**src/rtl/psled_defines.svh**
```systemverilog
// timing and encoding constants of the status indicator driver
// assumes inclusion from the package and the design module only
`ifndef PSLED_DEFINES_SVH
`define PSLED_DEFINES_SVH
// core clock rate in kHz and blink half period in ms
`define PSLED_CLK_KHZ 250000
`define PSLED_BLINK_HALF_MS 50
`define PSLED_BLINK_CYC (`PSLED_CLK_KHZ * `PSLED_BLINK_HALF_MS)
// activity and collision stretch time in ms
`define PSLED_STRETCH_MS 100
`define PSLED_STRETCH_CYC (`PSLED_CLK_KHZ * `PSLED_STRETCH_MS)
// register offsets (byte addresses, word index 0 and 1)
`define PSLED_OFF_CTRL 4'h0
`define PSLED_OFF_STAT 4'h4
// control field positions
`define PSLED_CTRL_SEL_LO 0
`define PSLED_CTRL_MODE 2
`define PSLED_CTRL_ISO 3
`define PSLED_CTRL_PDN 4
// control reset value: select 11b, mode bit 1
`define PSLED_CTRL_RST 5'h07
// line speed encodings
`define PSLED_SPD_10 2'h0
`define PSLED_SPD_100 2'h1
`define PSLED_SPD_1000 2'h2
`endif

```
**src/rtl/psled_pkg.sv**
```systemverilog
// types of the status indicator driver
// assumes psled_defines.svh is on the include path
package psled_pkg;
  `include "psled_defines.svh"
  typedef enum logic [1:0] {
    PSLED_STY_INDIV,
    PSLED_STY_TRI,
    PSLED_STY_ENH
  } psled_style_e;
  typedef enum logic [1:0] {
    PSLED_BUS_IDLE,
    PSLED_BUS_ACK
  } psled_bus_e;
endpackage
```
**src/rtl/psled_driver.sv**
```systemverilog
// five status indicator outputs driven from link state, with an
// avalon-mm slave holding the control bits.
// assumes status inputs and the strap arrive from other clock domains.
`timescale 1ns/1ps
`include "psled_defines.svh"
module psled_driver
  import psled_pkg::*;
(
  // clock and reset
  input wire logic mclk,
  input wire logic rst,
  // avalon-mm slave
  input wire logic [3:0] avs_address,
  input wire logic avs_read,
  input wire logic avs_write,
  input wire logic [31:0] avs_writedata,
  output logic [31:0] avs_readdata,
  output logic avs_waitrequest,
  // link status, asynchronous
  input wire logic link_up,
  input wire logic [1:0] link_speed,
  input wire logic full_duplex,
  input wire logic activity,
  input wire logic collision,
  input wire logic style_strap,
  // indicator pins, active low
  output logic indicator_out_one,
  output logic indicator_out_two,
  output logic indicator_out_three,
  output logic indicator_out_four,
  output logic indicator_out_five
);

  // ***************************************************************
  // input synchronisers
  // ***************************************************************
  localparam int NSYNC = 7;
  logic [NSYNC-1:0] sync1_ff, nxt_sync1;
  logic [NSYNC-1:0] sync2_ff, nxt_sync2;
  always_comb begin
    nxt_sync1 = {style_strap, collision, activity, full_duplex,
                 link_speed, link_up};
    nxt_sync2 = sync1_ff;
  end
  // no reset on the chain: the strap level must already be through it
  // when reset lets go, since it is captured at the first edge after
  always_ff @(posedge mclk) begin
    sync1_ff <= nxt_sync1;
    sync2_ff <= nxt_sync2;
  end
  logic s_link, s_fdx, s_act, s_col, s_strap;
  logic [1:0] s_spd;
  assign s_link = sync2_ff[0];
  assign s_spd = sync2_ff[2:1];
  assign s_fdx = sync2_ff[3];
  assign s_act = sync2_ff[4];
  assign s_col = sync2_ff[5];
  assign s_strap = sync2_ff[6];

  // ***************************************************************
  // strap capture and control register
  // ***************************************************************
  // the strap is caught on the first clock after reset release
  logic strap_ff, nxt_strap;
  logic strap_done_ff, nxt_strap_done;
  logic [4:0] ctrl_ff, nxt_ctrl;
  logic wait_ff, nxt_wait;
  logic [31:0] rdata_ff, nxt_rdata;
  logic [1:0] sel;
  logic mode_bit, iso, pdn;
  psled_style_e style;
  logic [4:0] led_q_ff;

  assign sel = ctrl_ff[`PSLED_CTRL_SEL_LO +: 2];
  assign mode_bit = ctrl_ff[`PSLED_CTRL_MODE];
  assign iso = ctrl_ff[`PSLED_CTRL_ISO];
  assign pdn = ctrl_ff[`PSLED_CTRL_PDN];

  // one wait cycle per access; answer comes at second edge
  always_comb begin
    nxt_strap = strap_ff;
    nxt_strap_done = 1'b1;
    if (!strap_done_ff) begin
      nxt_strap = s_strap;
    end
    nxt_ctrl = ctrl_ff;
    nxt_rdata = rdata_ff;
    nxt_wait = 1'b0;
    // write lands at the edge that completes the transfer
    if (avs_write && wait_ff && avs_address == `PSLED_OFF_CTRL) begin
      nxt_ctrl = avs_writedata[4:0];
    end
    if ((avs_read || avs_write) && !wait_ff) begin
      nxt_wait = 1'b1;
      // status: pin levels, a spare zero, style, synchronised inputs
      case (avs_address)
        `PSLED_OFF_CTRL: nxt_rdata = {27'h0000000, ctrl_ff};
        `PSLED_OFF_STAT: nxt_rdata = {18'h00000, led_q_ff, 1'b0,
                                      style, s_col, s_act, s_fdx,
                                      s_spd, s_link};
        default: nxt_rdata = 32'h00000000;
      endcase
    end
  end
  always_ff @(posedge mclk or posedge rst) begin
    if (rst) begin
      strap_ff <= 1'b0;
      strap_done_ff <= 1'b0;
      ctrl_ff <= `PSLED_CTRL_RST;
      wait_ff <= 1'b0;
      rdata_ff <= 32'h00000000;
    end else begin
      strap_ff <= nxt_strap;
      strap_done_ff <= nxt_strap_done;
      ctrl_ff <= nxt_ctrl;
      wait_ff <= nxt_wait;
      rdata_ff <= nxt_rdata;
    end
  end
  assign avs_waitrequest = (avs_read || avs_write) && !wait_ff;
  assign avs_readdata = rdata_ff;

  // ***************************************************************
  // style select
  // ***************************************************************
  // the strap only matters while the mode bit is set
  always_comb begin
    if (!mode_bit) begin
      style = PSLED_STY_ENH;
    end else if (strap_ff) begin
      style = PSLED_STY_INDIV;
    end else begin
      style = PSLED_STY_TRI;
    end
  end

  // ***************************************************************
  // blink timer and event stretchers
  // ***************************************************************
  localparam logic [31:0] BLINK_CYC = 32'(`PSLED_BLINK_CYC);
  localparam logic [31:0] STRETCH_CYC = 32'(`PSLED_STRETCH_CYC);
  logic [31:0] blink_cnt_ff, nxt_blink_cnt;
  logic phase_ff, nxt_phase;
  logic [31:0] act_cnt_ff, nxt_act_cnt;
  logic [31:0] col_cnt_ff, nxt_col_cnt;
  logic act_vis, col_vis;
  // a single short event would vanish unseen, so hold it for a while
  always_comb begin
    nxt_blink_cnt = blink_cnt_ff + 32'h1;
    nxt_phase = phase_ff;
    if (blink_cnt_ff >= BLINK_CYC - 32'h1) begin
      nxt_blink_cnt = 32'h0;
      nxt_phase = ~phase_ff;
    end
    nxt_act_cnt = (act_cnt_ff != 32'h0) ? act_cnt_ff - 32'h1 : 32'h0;
    if (s_act) begin
      nxt_act_cnt = STRETCH_CYC;
    end
    nxt_col_cnt = (col_cnt_ff != 32'h0) ? col_cnt_ff - 32'h1 : 32'h0;
    if (s_col) begin
      nxt_col_cnt = STRETCH_CYC;
    end
  end
  always_ff @(posedge mclk or posedge rst) begin
    if (rst) begin
      blink_cnt_ff <= 32'h0;
      phase_ff <= 1'b0;
      act_cnt_ff <= 32'h0;
      col_cnt_ff <= 32'h0;
    end else begin
      blink_cnt_ff <= nxt_blink_cnt;
      phase_ff <= nxt_phase;
      act_cnt_ff <= nxt_act_cnt;
      col_cnt_ff <= nxt_col_cnt;
    end
  end
  assign act_vis = s_act || (act_cnt_ff != 32'h0);
  assign col_vis = s_col || (col_cnt_ff != 32'h0);

  // ***************************************************************
  // indicator decode; bit 0 is output one, 1 means lamp lit
  // ***************************************************************
  logic [4:0] lit, nxt_led_q;
  logic l10, l100, l1000, blink_act;
  assign l10 = s_link && s_spd == `PSLED_SPD_10;
  assign l100 = s_link && s_spd == `PSLED_SPD_100;
  assign l1000 = s_link && s_spd == `PSLED_SPD_1000;
  assign blink_act = act_vis ? phase_ff : 1'b1;
  always_comb begin
    lit = 5'h00;
    if (sel != 2'h0) begin
      lit[4] = l100 && ((sel == 2'h2) ? blink_act : 1'b1);
      lit[3] = l1000 && ((sel == 2'h2) ? blink_act : 1'b1);
      // collision blink overrides the duplex level
      lit[2] = col_vis ? phase_ff : (s_link && s_fdx);
      lit[1] = s_link;
      lit[0] = act_vis && phase_ff;
    end
    case (style)
      PSLED_STY_TRI: begin
        // only outputs one and two change here
        lit[1] = (l1000 || l10) && blink_act;
        lit[0] = (l100 || l10) && blink_act;
      end
      PSLED_STY_ENH: begin
        // enhanced functions are outside this block; five is disabled
        lit[4] = 1'b0;
      end
      default: begin
      end
    endcase
    if (iso || pdn) begin
      lit = 5'h00;
    end
    nxt_led_q = ~lit;
  end
  always_ff @(posedge mclk or posedge rst) begin
    if (rst) begin
      led_q_ff <= 5'h1F;
    end else begin
      led_q_ff <= nxt_led_q;
    end
  end
  assign indicator_out_one = led_q_ff[0];
  assign indicator_out_two = led_q_ff[1];
  assign indicator_out_three = led_q_ff[2];
  assign indicator_out_four = led_q_ff[3];
  assign indicator_out_five = led_q_ff[4];
endmodule // psled_driver

```
**config.mk**
```make
export PLATFORM = sky130hd
export DESIGN_NAME = psled_driver
export DESIGN_NICKNAME = d
export VERILOG_FILES = /design/src/rtl/psled_pkg.sv /design/src/rtl/psled_driver.sv
export VERILOG_INCLUDE_DIRS = /design/src /design/src/rtl
export SDC_FILE = /design/constraint.sdc
export NUM_CORES = 1
export LEC_CHECK = 0
export BUFFER_PORTS_ARGS = -buffer_cell sky130_fd_sc_hd__buf_2
export CORE_MARGIN = 4
export CORE_UTILIZATION = 30
export DETAILED_ROUTE_END_ITERATION = 8
export PLACE_DENSITY = 0.55
export SLEW_MARGIN = 40
export SYNTH_ARGS = -nofsm -noshare
export SYNTH_HDL_FRONTEND = slang
export SYNTH_SLANG_ARGS = --single-unit
```
**constraint.sdc**
```tcl
create_clock -name mclk -period 5.15 [get_ports mclk]
set_clock_uncertainty 0.2 [all_clocks]
set_input_delay 1.03 -clock mclk [delete_from_list [all_inputs] [get_ports mclk]]
set_output_delay 1.03 -clock mclk [all_outputs]
set_load 0.02 [all_outputs]
```
==> impl_metrics.csv, run 1 <==
group,metric,value,unit
cells_and_area,layoutNonFillerInstCount,928,
setup_path,slowest_stage,"nand4_1",
floorplanning,start_util,30.49,%
setup_path,crit_path_start_kind,"flip-flop",
pwr,ir_worst_vdd,0.1680,mV
global_routing,track_usage,11.32,%
sta,rsz0062_at_grt,"no",
setup_path,worstPathCellList,"inv_1, ha_1, nor3b_1, nand4_1, nor4_2, buf_4, or2_2, nor2_1",
placement,place.gp.congestion,0.7337,
sta,worstMarginPinSlew,0.6767,ns
logic_synthesis,synth_edf_count,0,
pwr,p_int,1.949,mW
global_routing,grt-ovfl-total,0,
logic_synthesis,synth_seq_area_share,54.59,%
detailed_routing,post-route-drc-count,0,
detailed_routing,vias,4257,
placement,dp.cells,896,
logic_synthesis,yosys_most_used_dff,"dfrtp_1",
logic_synthesis,syn-mean-instance-area,10.32,um2
setup_path,worstPathRequired,5.23,ns
clock_network,cts_setup_buffers,0,
pwr,powerDensity,361.4,nW/um2
logic_synthesis,synthCells,598,
sta,final_max_slew_viol_count,0,
setup_path,worst_setup_path_end_kind,"flip-flop",
pwr,total_power,2.597,mW
cells_and_area,nets,695,
floorplanning,pin_count,85,
floorplanning,fp.coreArea,20230,um2
sta,setup_viol,0,
logic_synthesis,netlist-cell-type-count,54,
floorplanning,die-area,22920,um2
clock_network,cts.path.max_buffers,2,
run_status,status,"finished, final reports clean",
setup_path,cp_slowest_stage_delay,0.59,ns
logic_synthesis,async_flop_share,89.78,%
sta,max_slew_margin,54.51,%
setup_path,crit_arrival,3.33,ns
hold_path,hp-class,"flip-flop to flip-flop",
pwr,pwr-share-comb,8.9,%
logic_synthesis,ys_seq_elements,137,
clock_network,clock_latency,0.41,ns
global_routing,grt_start_max_net_pins,63,
cells_and_area,drive_above_1_share,16.41,%
clock_network,cts_tree,"built",
sta,tns,0,ns
sta,layout_min_cycle_time,3.242,ns
setup_path,worstPathMaxFanout,17,
detailed_routing,viasPerCell,4.587,
pwr,netSwitchingPower,0.6481,mW
clock_network,root_buffer,"clkbuf_16",
sta,hold_viol_final,0,
cells_and_area,final_common_cell,"dfrtp_1",
pwr,leakage,2.812,nW
clock_network,cts.clk_slew.worst_paths,0.06,ns
run,max_cap_violations,0,
detailed_routing,dr.pass1.iters,4,
clock_network,cts_buffers,17,
clock_network,htree_levels,4,
floorplanning,fp.dieW,151.4,um
pwr,seqPwrFrac,46.0,%
placement,io_buffers,38,
global_routing,grt_pass1_wl,20.62,mm
placement,dp_hpwl,8.157,mm
setup_path,crit_type,"flip-flop to flip-flop",
floorplanning,die_height,151.4,um
sta,max_clock_freq,308.4,MHz
global_routing,grt_pass1_vias,4124,
pwr,swShare,24.96,%
clock_network,clkSinkCount,137,
clock_network,cts_resized,0,
detailed_routing,wl_per_cell,13.38,um
detailed_routing,ant_nets,0,
sta,post-route-period-util,62.95,%
cells_and_area,final_cell_mix,"115 x dfrtp_1, 92 x nor2_1, 48 x xnor2_1",
floorplanning,placementRows,52,
cells_and_area,n_antenna_cell,0,
cells_and_area,syn_to_final_growth,16.49,%
sta,whs,0.1256,ns
logic_synthesis,ys_warn_count,0,
detailed_routing,drtIter0Drc,193,
clock_network,cts_hold_buf,0,
logic_synthesis,synthesis.area,6170,um2
detailed_routing,finalWirelength,12.41,mm
global_routing,antenna_found_initial,0,
pwr,clkPwrFrac,45.1,%
[power by group through the flow]
stage / Combinational [mW] / Clock [mW] / Sequential (mW)
6_report: 0.231 / 1.17 / 1.20
2_1_floorplan: 0.183 / 0 / 1.21
5_1_grt: 0.264 / 1.25 / 1.21
3_3_place_gp: 0.231 / 0 / 1.21
3_5_place_dp: 0.234 / 0 / 1.21
4_1_cts: 0.235 / 1.20 / 1.20
[per-layer routing]
| layer | global-route usage, % | vias up | wire (um) |
|---|---|---|---|
| met5 | 0 | - | 0 |
| li1 | - | 2117 | - |
| met3 | 2.513 | 14 | 317 |
| met2 | 17.49 | 50 | 5707 |
| met4 | 4.216 | 0 | 146 |
| met1 | 15.54 | 2076 | 6242 |
[cells in the mapped netlist (all sizes together), types with 2 or more instances]
cell type,n,share of area [%]
a211o,2,0.28
a21oi,4,0.32
a22o,2,0.28
a22oi,5,0.61
and3,4,0.41
and4,2,0.28
buf,26,3.3
clkbuf,14,0.85
conb,2,0.12
dfrtp,115,47
dfstp,8,3.4
dfxtp,14,4.5
ha,3,0.61
inv,15,0.91
mux2,6,1.1
mux2i,3,0.49
nand2,39,2.4
nand3,15,1.2
nand3b,2,0.24
nand4,7,0.71
nand4b,3,0.43
nor2,92,5.6
nor2b,2,0.20
nor3,22,1.9
nor3b,3,0.37
nor4,35,4.0
o21ai,36,3.0
o21bai,2,0.24
o311ai,2,0.28
o31ai,2,0.24
or2,5,0.51
or3,11,1.2
or4,11,1.5
xnor2,48,6.8
xor2,25,3.5
[per-stage QoR]
stage	instance area [um2]	util, %	setup slack [ns]
after global placement	6591	32.57	1.759
final	7187	35.52	1.908
after CTS	7171	35.44	1.716
after global routing	7187	35.52	1.556
after detailed placement	6599	32.61	1.752
after floorplan	6267	-	0.6624
[cell families after synthesis]
logic type,Yosys count,share of synthesized area [%]
XOR/XNOR,73,10.36
multiplexers,9,1.582
buffers and inverters,55,5.110
adder cells (fa/ha/maj),3,0.6085
flip-flops,137,54.59
AO/OA/AOI/OAI,63,6.429
other,2,0.1217
AND/OR/NAND/NOR,256,21.19
[registers in the layout (all words and copies together), names as in the netlist]
signal / cells
wait_ff: 1
led_q_ff: 5
ctrl_ff: 5
strap_ff: 1
strap_done_ff: 1
col_cnt_ff: 32
sync2_ff: 7
phase_ff: 1
act_cnt_ff: 32
nxt_sync2: 7
avs_readdata: 13
blink_cnt_ff: 32
[worst max-delay path, delay by kind of cell (launching register included)]
family | cells | cell delay [ns]
adders and majority gates | 1 | 0.17
DFF | 1 | 0.41
and+or+nand+nor | 5 | 2.01
buffers and inverters | 2 | 0.30
[worst paths after layout]
kind                            slack, ns                    endpoint  cells past startpoint                    start
worst min-delay path                 0.13         sync2_ff[6]$_DFF_P_                      0     nxt_sync2[6]$_DFF_P_
worst max-delay path                 1.91    col_cnt_ff[26]$_DFF_PP0_                      8  col_cnt_ff[0]$_DFF_PP0_
max in group asynchronous            3.48      ctrl_ff[2]$_DFFE_PP1P_                      3                      rst
worst min register to register       0.13         sync2_ff[6]$_DFF_P_                      0     nxt_sync2[6]$_DFF_P_
min in group asynchronous            0.46  blink_cnt_ff[19]$_DFF_PP0_                      2                      rst
worst max register to register       1.91    col_cnt_ff[26]$_DFF_PP0_                      8  col_cnt_ff[0]$_DFF_PP0_
[area by class of cell]
cell class              instances  area, um2
clock inverters                13      128.9
inverters                      15      61.31
multi-input cells             432       2615
repair buffers                 42      232.7
fillers                      2045      13050
well taps                     270      337.8
clock buffers                  19      442.9
flip-flops and latches        137       3368
Power figures use the tool's default switching activity.
==> inputs of run 2 (changes only) <==
==> constraint.sdc (replaced) <==
create_clock -name mclk -period 3.4 [get_ports mclk]
set_clock_uncertainty 0.2 [all_clocks]
set_input_delay 0.68 -clock mclk [delete_from_list [all_inputs] [get_ports mclk]]
set_output_delay 0.68 -clock mclk [all_outputs]
set_load 0.02 [all_outputs]
==> run 2 against run 1 <==
Sequential power increased by 51%. Die area stayed put. Total power increased by 53%. Non-clock buffer count is 13 higher. Register-to-register slack got worse by 1.3 ns. Largest cell class unchanged. Highest routed layer unchanged.
==> impl_metrics.csv, run 2 (synthesis gave the netlist of run 1 again) <==
group,metric,value,unit
clock_network,cts_resized,0,
placement,dpl-instance-area,6728,um2
cells_and_area,nets,708,
sta,max_clock_freq,357.4,MHz
setup_path,worst_setup_path_end_kind,"flip-flop",
sta,setup_viol,0,
run_status,status,"finished, final reports clean",
setup_path,r2r-start,"act_cnt_ff[8]$_DFF_PP0_",
clock_network,cts_hold_buf,0,
setup_path,worstPathCellList,"or4_4, or4_1, or3_4, o21ai_2, buf_4, nor2_1",
global_routing,grt_start_max_net_pins,28,
setup_path,rr_worst_depth,6,
global_routing,grt_pass1_wl,21.15,mm
detailed_routing,vias,4296,
floorplanning,placementRows,52,
cells_and_area,syn_to_final_growth,18.54,%
clock_network,clkSinkCount,137,
sta,post-route-period-util,82.29,%
hold_path,hp-class,"input port to asynchronous set/reset pin",
global_routing,grt-ovfl-total,0,
sta,rsz0062_at_grt,"no",
cells_and_area,final_area,7313,um2
placement,place.gp.congestion,0.7506,
pwr,ir_worst_vdd,0.3235,mV
cells_and_area,largestRegisters,"act_cnt_ff x32, blink_cnt_ff x32, col_cnt_ff x32",
cells_and_area,final_cell_mix,"115 x dfrtp_1, 92 x nor2_1, 48 x xnor2_1",
setup_path,r2r_end,"act_cnt_ff[3]$_DFF_PP0_",
floorplanning,fp.dieW,151.4,um
global_routing,track_usage,11.77,%
sta,worstMarginPinSlew,0.6083,ns
setup_path,worstPathMaxFanout,20,
floorplanning,die_height,151.4,um
setup_path,cp_slowest_stage_delay,0.58,ns
sta,final_max_slew_viol_count,0,
detailed_routing,dr.pass1.iters,4,
setup_path,crit_arrival,2.90,ns
clock_network,cts.clk_slew.worst_paths,0.06,ns
setup_path,crit_type,"flip-flop to flip-flop",
detailed_routing,ant_nets,0,
global_routing,antenna_found_initial,0,
clock_network,cts_buffers,17,
clock_network,cts_setup_buffers,0,
cells_and_area,drive_above_1_share,17.73,%
floorplanning,die-area,22920,um2
detailed_routing,post-route-drc-count,0,
detailed_routing,drtIter0Drc,199,
detailed_routing,viasPerCell,4.565,
cells_and_area,final_common_cell,"dfrtp_1",
placement,dp_hpwl,8.660,mm
clock_network,clock_latency,0.42,ns
pwr,leakage,2.870,nW
cells_and_area,n_antenna_cell,0,
detailed_routing,wl_per_cell,13.49,um
floorplanning,fp.coreArea,20230,um2
clock_network,cts_tree,"built",
global_routing,grt_pass1_vias,4199,
placement,io_buffers,38,
setup_path,slowest_stage,"or4_1",
setup_path,worstPathRequired,3.50,ns
detailed_routing,finalWirelength,12.69,mm
floorplanning,start_util,30.49,%
sta,hold_viol_final,0,
pwr,powerDensity,544.1,nW/um2
clock_network,root_buffer,"clkbuf_16",
sta,layout_min_cycle_time,2.798,ns
sta,tns,0,ns
setup_path,crit_path_start_kind,"flip-flop",
pwr,total_power,3.979,mW
sta,max_slew_margin,59.30,%
setup_path,ff2ff_setup_slack,0.60,ns
cells_and_area,fill_cells,2026,
clock_network,cts.path.max_buffers,2,
clock_network,htree_levels,4,
run,max_cap_violations,0,
floorplanning,pin_count,85,
## run 2: changes by cell type in the layout (fill, tap and decap cells not counted), sizes merged
cell / delta
clkinvlp: +3
inv: +1
clkinv: -3
clkbuf: -1
buf: +13
## run 2: area by class of cell
type,instances,area [um2],area share [%]
clock buffers,18,429.2,5.868
clock inverters,14,150.1,2.053
inverters,15,60.06,0.8212
multi-input cells,432,2600,35.55
flip-flops and latches,137,3368,46.06
well taps,270,337.8,4.619
repair buffers,55,367.9,5.030
## run 2: critical path: cells and delay by family (launching register included)
| kind | cells | cell delay (ns) |
|---|---|---|
| compound gates | 1 | 0.12 |
| buf+inv | 1 | 0.26 |
| simple gates | 4 | 1.68 |
| flops | 1 | 0.41 |
## run 2: metal layers
metal	up-vias	GRT usage, %	wire [um]
met3	13	3.262	380
li1	2140	-	-
met2	50	17.56	5655
met1	2093	16.40	6493
met5	-	0	0
met4	0	4.080	163
## run 2: how the worst max path moves through the flow
| stage | start | to | slack, ns | cells past startpoint |
|---|---|---|---|---|
| after detailed placement | act_cnt_ff[8]$_DFF_PP0_ | act_cnt_ff[15]$_DFF_PP0_ | 0.60 | 6 |
| final | act_cnt_ff[8]$_DFF_PP0_ | act_cnt_ff[3]$_DFF_PP0_ | 0.60 | 6 |
| after global placement | act_cnt_ff[25]$_DFF_PP0_ | led_q_ff[0]$_DFF_PP1_ | 0.62 | 5 |
| after CTS | act_cnt_ff[25]$_DFF_PP0_ | led_q_ff[0]$_DFF_PP1_ | 0.59 | 5 |
| after global routing | act_cnt_ff[25]$_DFF_PP0_ | led_q_ff[0]$_DFF_PP1_ | 0.42 | 5 |
| after floorplan | col_cnt_ff[0]$_DFF_PP0_ | col_cnt_ff[15]$_DFF_PP0_ | 0.77 | 9 |
## run 2: per-stage QoR
step	utilization, %	setup WS (ns)	std cells	hold WS, ns
2_1_floorplan	-	0.7745	624	0.1096
3_3_place_gp	33.15	0.6211	908	0.1135
3_5_place_dp	33.25	0.5979	909	0.1185
4_1_cts	36.11	0.5876	941	0.06354
5_1_grt	36.14	0.4240	941	0.08084
6_report	36.14	0.6020	941	0.05939
## run 2: power breakdown
group / switching, mW / internal, mW
Clock: 0.721 / 1.08
Combinational: 0.216 / 0.149
Sequential: 0.0855 / 1.73
==> inputs of run 3 (changes only) <==
--- a/config.mk
+++ b/config.mk
@@ -10,7 +10,7 @@
 export CORE_MARGIN = 4
 export CORE_UTILIZATION = 30
 export DETAILED_ROUTE_END_ITERATION = 8
-export PLACE_DENSITY = 0.55
+export PLACE_DENSITY = 0.57
 export SLEW_MARGIN = 40
 export SYNTH_ARGS = -nofsm -noshare
 export SYNTH_HDL_FRONTEND = slang
==> constraint.sdc (replaced) <==
create_clock -name mclk -period 2.3 [get_ports mclk]
set_clock_uncertainty 0.2 [all_clocks]
set_input_delay 0.46 -clock mclk [delete_from_list [all_inputs] [get_ports mclk]]
set_output_delay 0.46 -clock mclk [all_outputs]
set_load 0.02 [all_outputs]
==> run 3 against run 2 <==
Global-route usage decreased by 0.15 points. Core utilization up 3.1 points. Register-to-register slack got worse by 0.76 ns. Largest power group is now clock. The flow now finishes with violations (setup timing).
==> impl_metrics.csv, run 3 (synthesis gave the netlist of run 1 again) <==
group,metric,value,unit
sta,final_max_slew_viol_count,0,
pwr,clkPwrFrac,46.2,%
detailed_routing,post-route-drc-count,0,
placement,place.gp.congestion,0.7705,
setup_path,cp-startpoint,"act_cnt_ff[10]$_DFF_PP0_",
clock_network,cts_tree,"built",
setup_path,ff2ff_setup_slack,-0.16,ns
floorplanning,die-area,22920,um2
setup_path,rr_worst_depth,6,
sta,setup_slack,-0.1572,ns
global_routing,grt-ovfl-total,0,
pwr,pwr-share-comb,9.9,%
setup_path,path_common_cell,"or4_4",
setup_path,crit_arrival,2.56,ns
cells_and_area,final_common_cell,"dfrtp_1",
run_status,violations,"setup timing",
setup_path,worstPathMaxFanout,20,
detailed_routing,drtIter0Drc,154,
cells_and_area,drive_above_1_share,25.10,%
clock_network,cts.path.max_buffers,2,
sta,max_slew_margin,58.49,%
hold_path,hold_path_depth,2,
sta,rsz0062_at_grt,"yes",
floorplanning,start_util,30.49,%
detailed_routing,wl_per_cell,12.73,um
pwr,leakage,3.224,nW
run_status,status,"finished, violations left",
global_routing,antenna_found_initial,0,
floorplanning,fp.coreArea,20230,um2
sta,layout_min_cycle_time,2.457,ns
hold_path,hp-start,"avs_writedata[4]",
placement,io_buffers,38,
setup_path,cp_slowest_stage_delay,0.53,ns
clock_network,clock_latency,0.42,ns
pwr,seqPwrFrac,43.9,%
cells_and_area,final_cell_mix,"115 x dfrtp_1, 92 x nor2_1, 56 x buf_4",
run,max_cap_violations,0,
detailed_routing,dr.pass1.iters,4,
pwr,ir_worst_vdd,0.4391,mV
setup_path,slowest_stage,"or4_4",
pwr,powerDensity,769.0,nW/um2
sta,hold_viol_final,0,
clock_network,cts.clk_slew.worst_paths,0.06,ns
detailed_routing,vias,4477,
global_routing,track_usage,11.62,%
detailed_routing,viasPerCell,4.495,
setup_path,worst_setup_path_end_kind,"flip-flop",
global_routing,grt_pass1_vias,4253,
cells_and_area,syn_to_final_growth,28.70,%
global_routing,grt_start_max_net_pins,74,
pwr,swShare,24.42,%
detailed_routing,ant_nets,0,
hold_path,hp-class,"input port to flip-flop",
setup_path,worstPathCellList,"or4_4, or4_4, or3_4, o21ai_4, buf_12, nor2_1",
clock_network,cts_buffers,17,
pwr,netSwitchingPower,1.491,mW
sta,worstMarginPinSlew,0.6211,ns
setup_path,r2r_end,"act_cnt_ff[30]$_DFF_PP0_",
floorplanning,die_height,151.4,um
clock_network,root_buffer,"clkbuf_16",
clock_network,clkSinkCount,137,
floorplanning,pin_count,85,
setup_path,crit_path_start_kind,"flip-flop",
floorplanning,fp.dieW,151.4,um
sta,setup_viol,36,
detailed_routing,finalWirelength,12.68,mm
hold_path,hold_end,"ctrl_ff[4]$_DFFE_PP0P_",
cells_and_area,largestRegisters,"act_cnt_ff x32, blink_cnt_ff x32, col_cnt_ff x32",
cells_and_area,fill_cells,1992,
cells_and_area,seq_area,3368,um2
clock_network,htree_levels,4,
setup_path,worstPathRequired,2.40,ns
sta,tns,-4.015,ns
sta,whs,0.08987,ns
cells_and_area,nets,762,
floorplanning,placementRows,52,
cells_and_area,final_util,39.24,%
global_routing,grt_pass1_wl,20.91,mm
placement,dp_hpwl,8.476,mm
cells_and_area,multi_input_area,2751,um2
setup_path,crit_type,"flip-flop to flip-flop",
sta,max_clock_freq,407.0,MHz
pwr,p_int,4.615,mW
setup_path,r2r-start,"act_cnt_ff[10]$_DFF_PP0_",
sta,post-route-period-util,106.8,%
run 3: worst max path at each step:
stage                               end  slack, ns
6_report       act_cnt_ff[30]$_DFF_PP0_      -0.16
5_1_grt        act_cnt_ff[20]$_DFF_PP0_      -0.23
4_1_cts         act_cnt_ff[9]$_DFF_PP0_      -0.20
3_5_place_dp   act_cnt_ff[20]$_DFF_PP0_      -0.20
3_3_place_gp   act_cnt_ff[24]$_DFF_PP0_      -0.18
2_1_floorplan  act_cnt_ff[15]$_DFF_PP0_      -0.23
run 3: area by class of cell:
cell class	instances	share of cell area (%)
flip-flops and latches	137	42.42
well taps	270	4.255
repair buffers	109	10.16
clock inverters	11	1.796
inverters	15	0.7564
multi-input cells	432	34.65
diodes	1	0.03152
clock buffers	21	5.925
run 3: stage by stage:
stage,area (um2),setup WS [ns],power (mW),std cells
CTS,7797,-0.1991,6.181,989
global placement,7056,-0.1843,3.309,947
finish,7940,-0.1572,6.106,996
global route,7938,-0.2312,6.397,995
detailed placement,7056,-0.1958,3.315,947
floorplan,6305,-0.2320,3.131,624
run 3: repair_timing:
item | CTS | global route
hold endpoints to repair | 59 | 0
gates cloned | 0 | 1
pin swaps | 1 | 7
resized for setup | 6 | 17
hold buffers | 8 | 0
setup endpoints to repair | 36 | 48
setup buffers | 2 | 5
run 3: power by group through the flow:
stage	clock network [mW]	logic, mW	registers, mW
after detailed placement	0	0.595	2.72
after global routing	3.01	0.691	2.70
final	2.82	0.607	2.68
after floorplan	0	0.418	2.71
after global placement	0	0.590	2.72
after CTS	2.89	0.611	2.68
run 3: critical path, delay by kind of cell (launching register included):
kind | cells | cell delay, ns
buffers and inverters | 1 | 0.16
DFF | 1 | 0.37
and+or+nand+nor | 4 | 1.43
AOI/OAI and AO/OA | 1 | 0.16
run 3: metal layers:
metal | GRT usage, % | routed length, um | vias to the layer above
li1 | - | - | 2250
met1 | 16.12 | 6353 | 2152
met2 | 17.20 | 5708 | 60
met3 | 2.843 | 391 | 15
met4 | 5.032 | 221 | 0
met5 | 0 | 0 | -
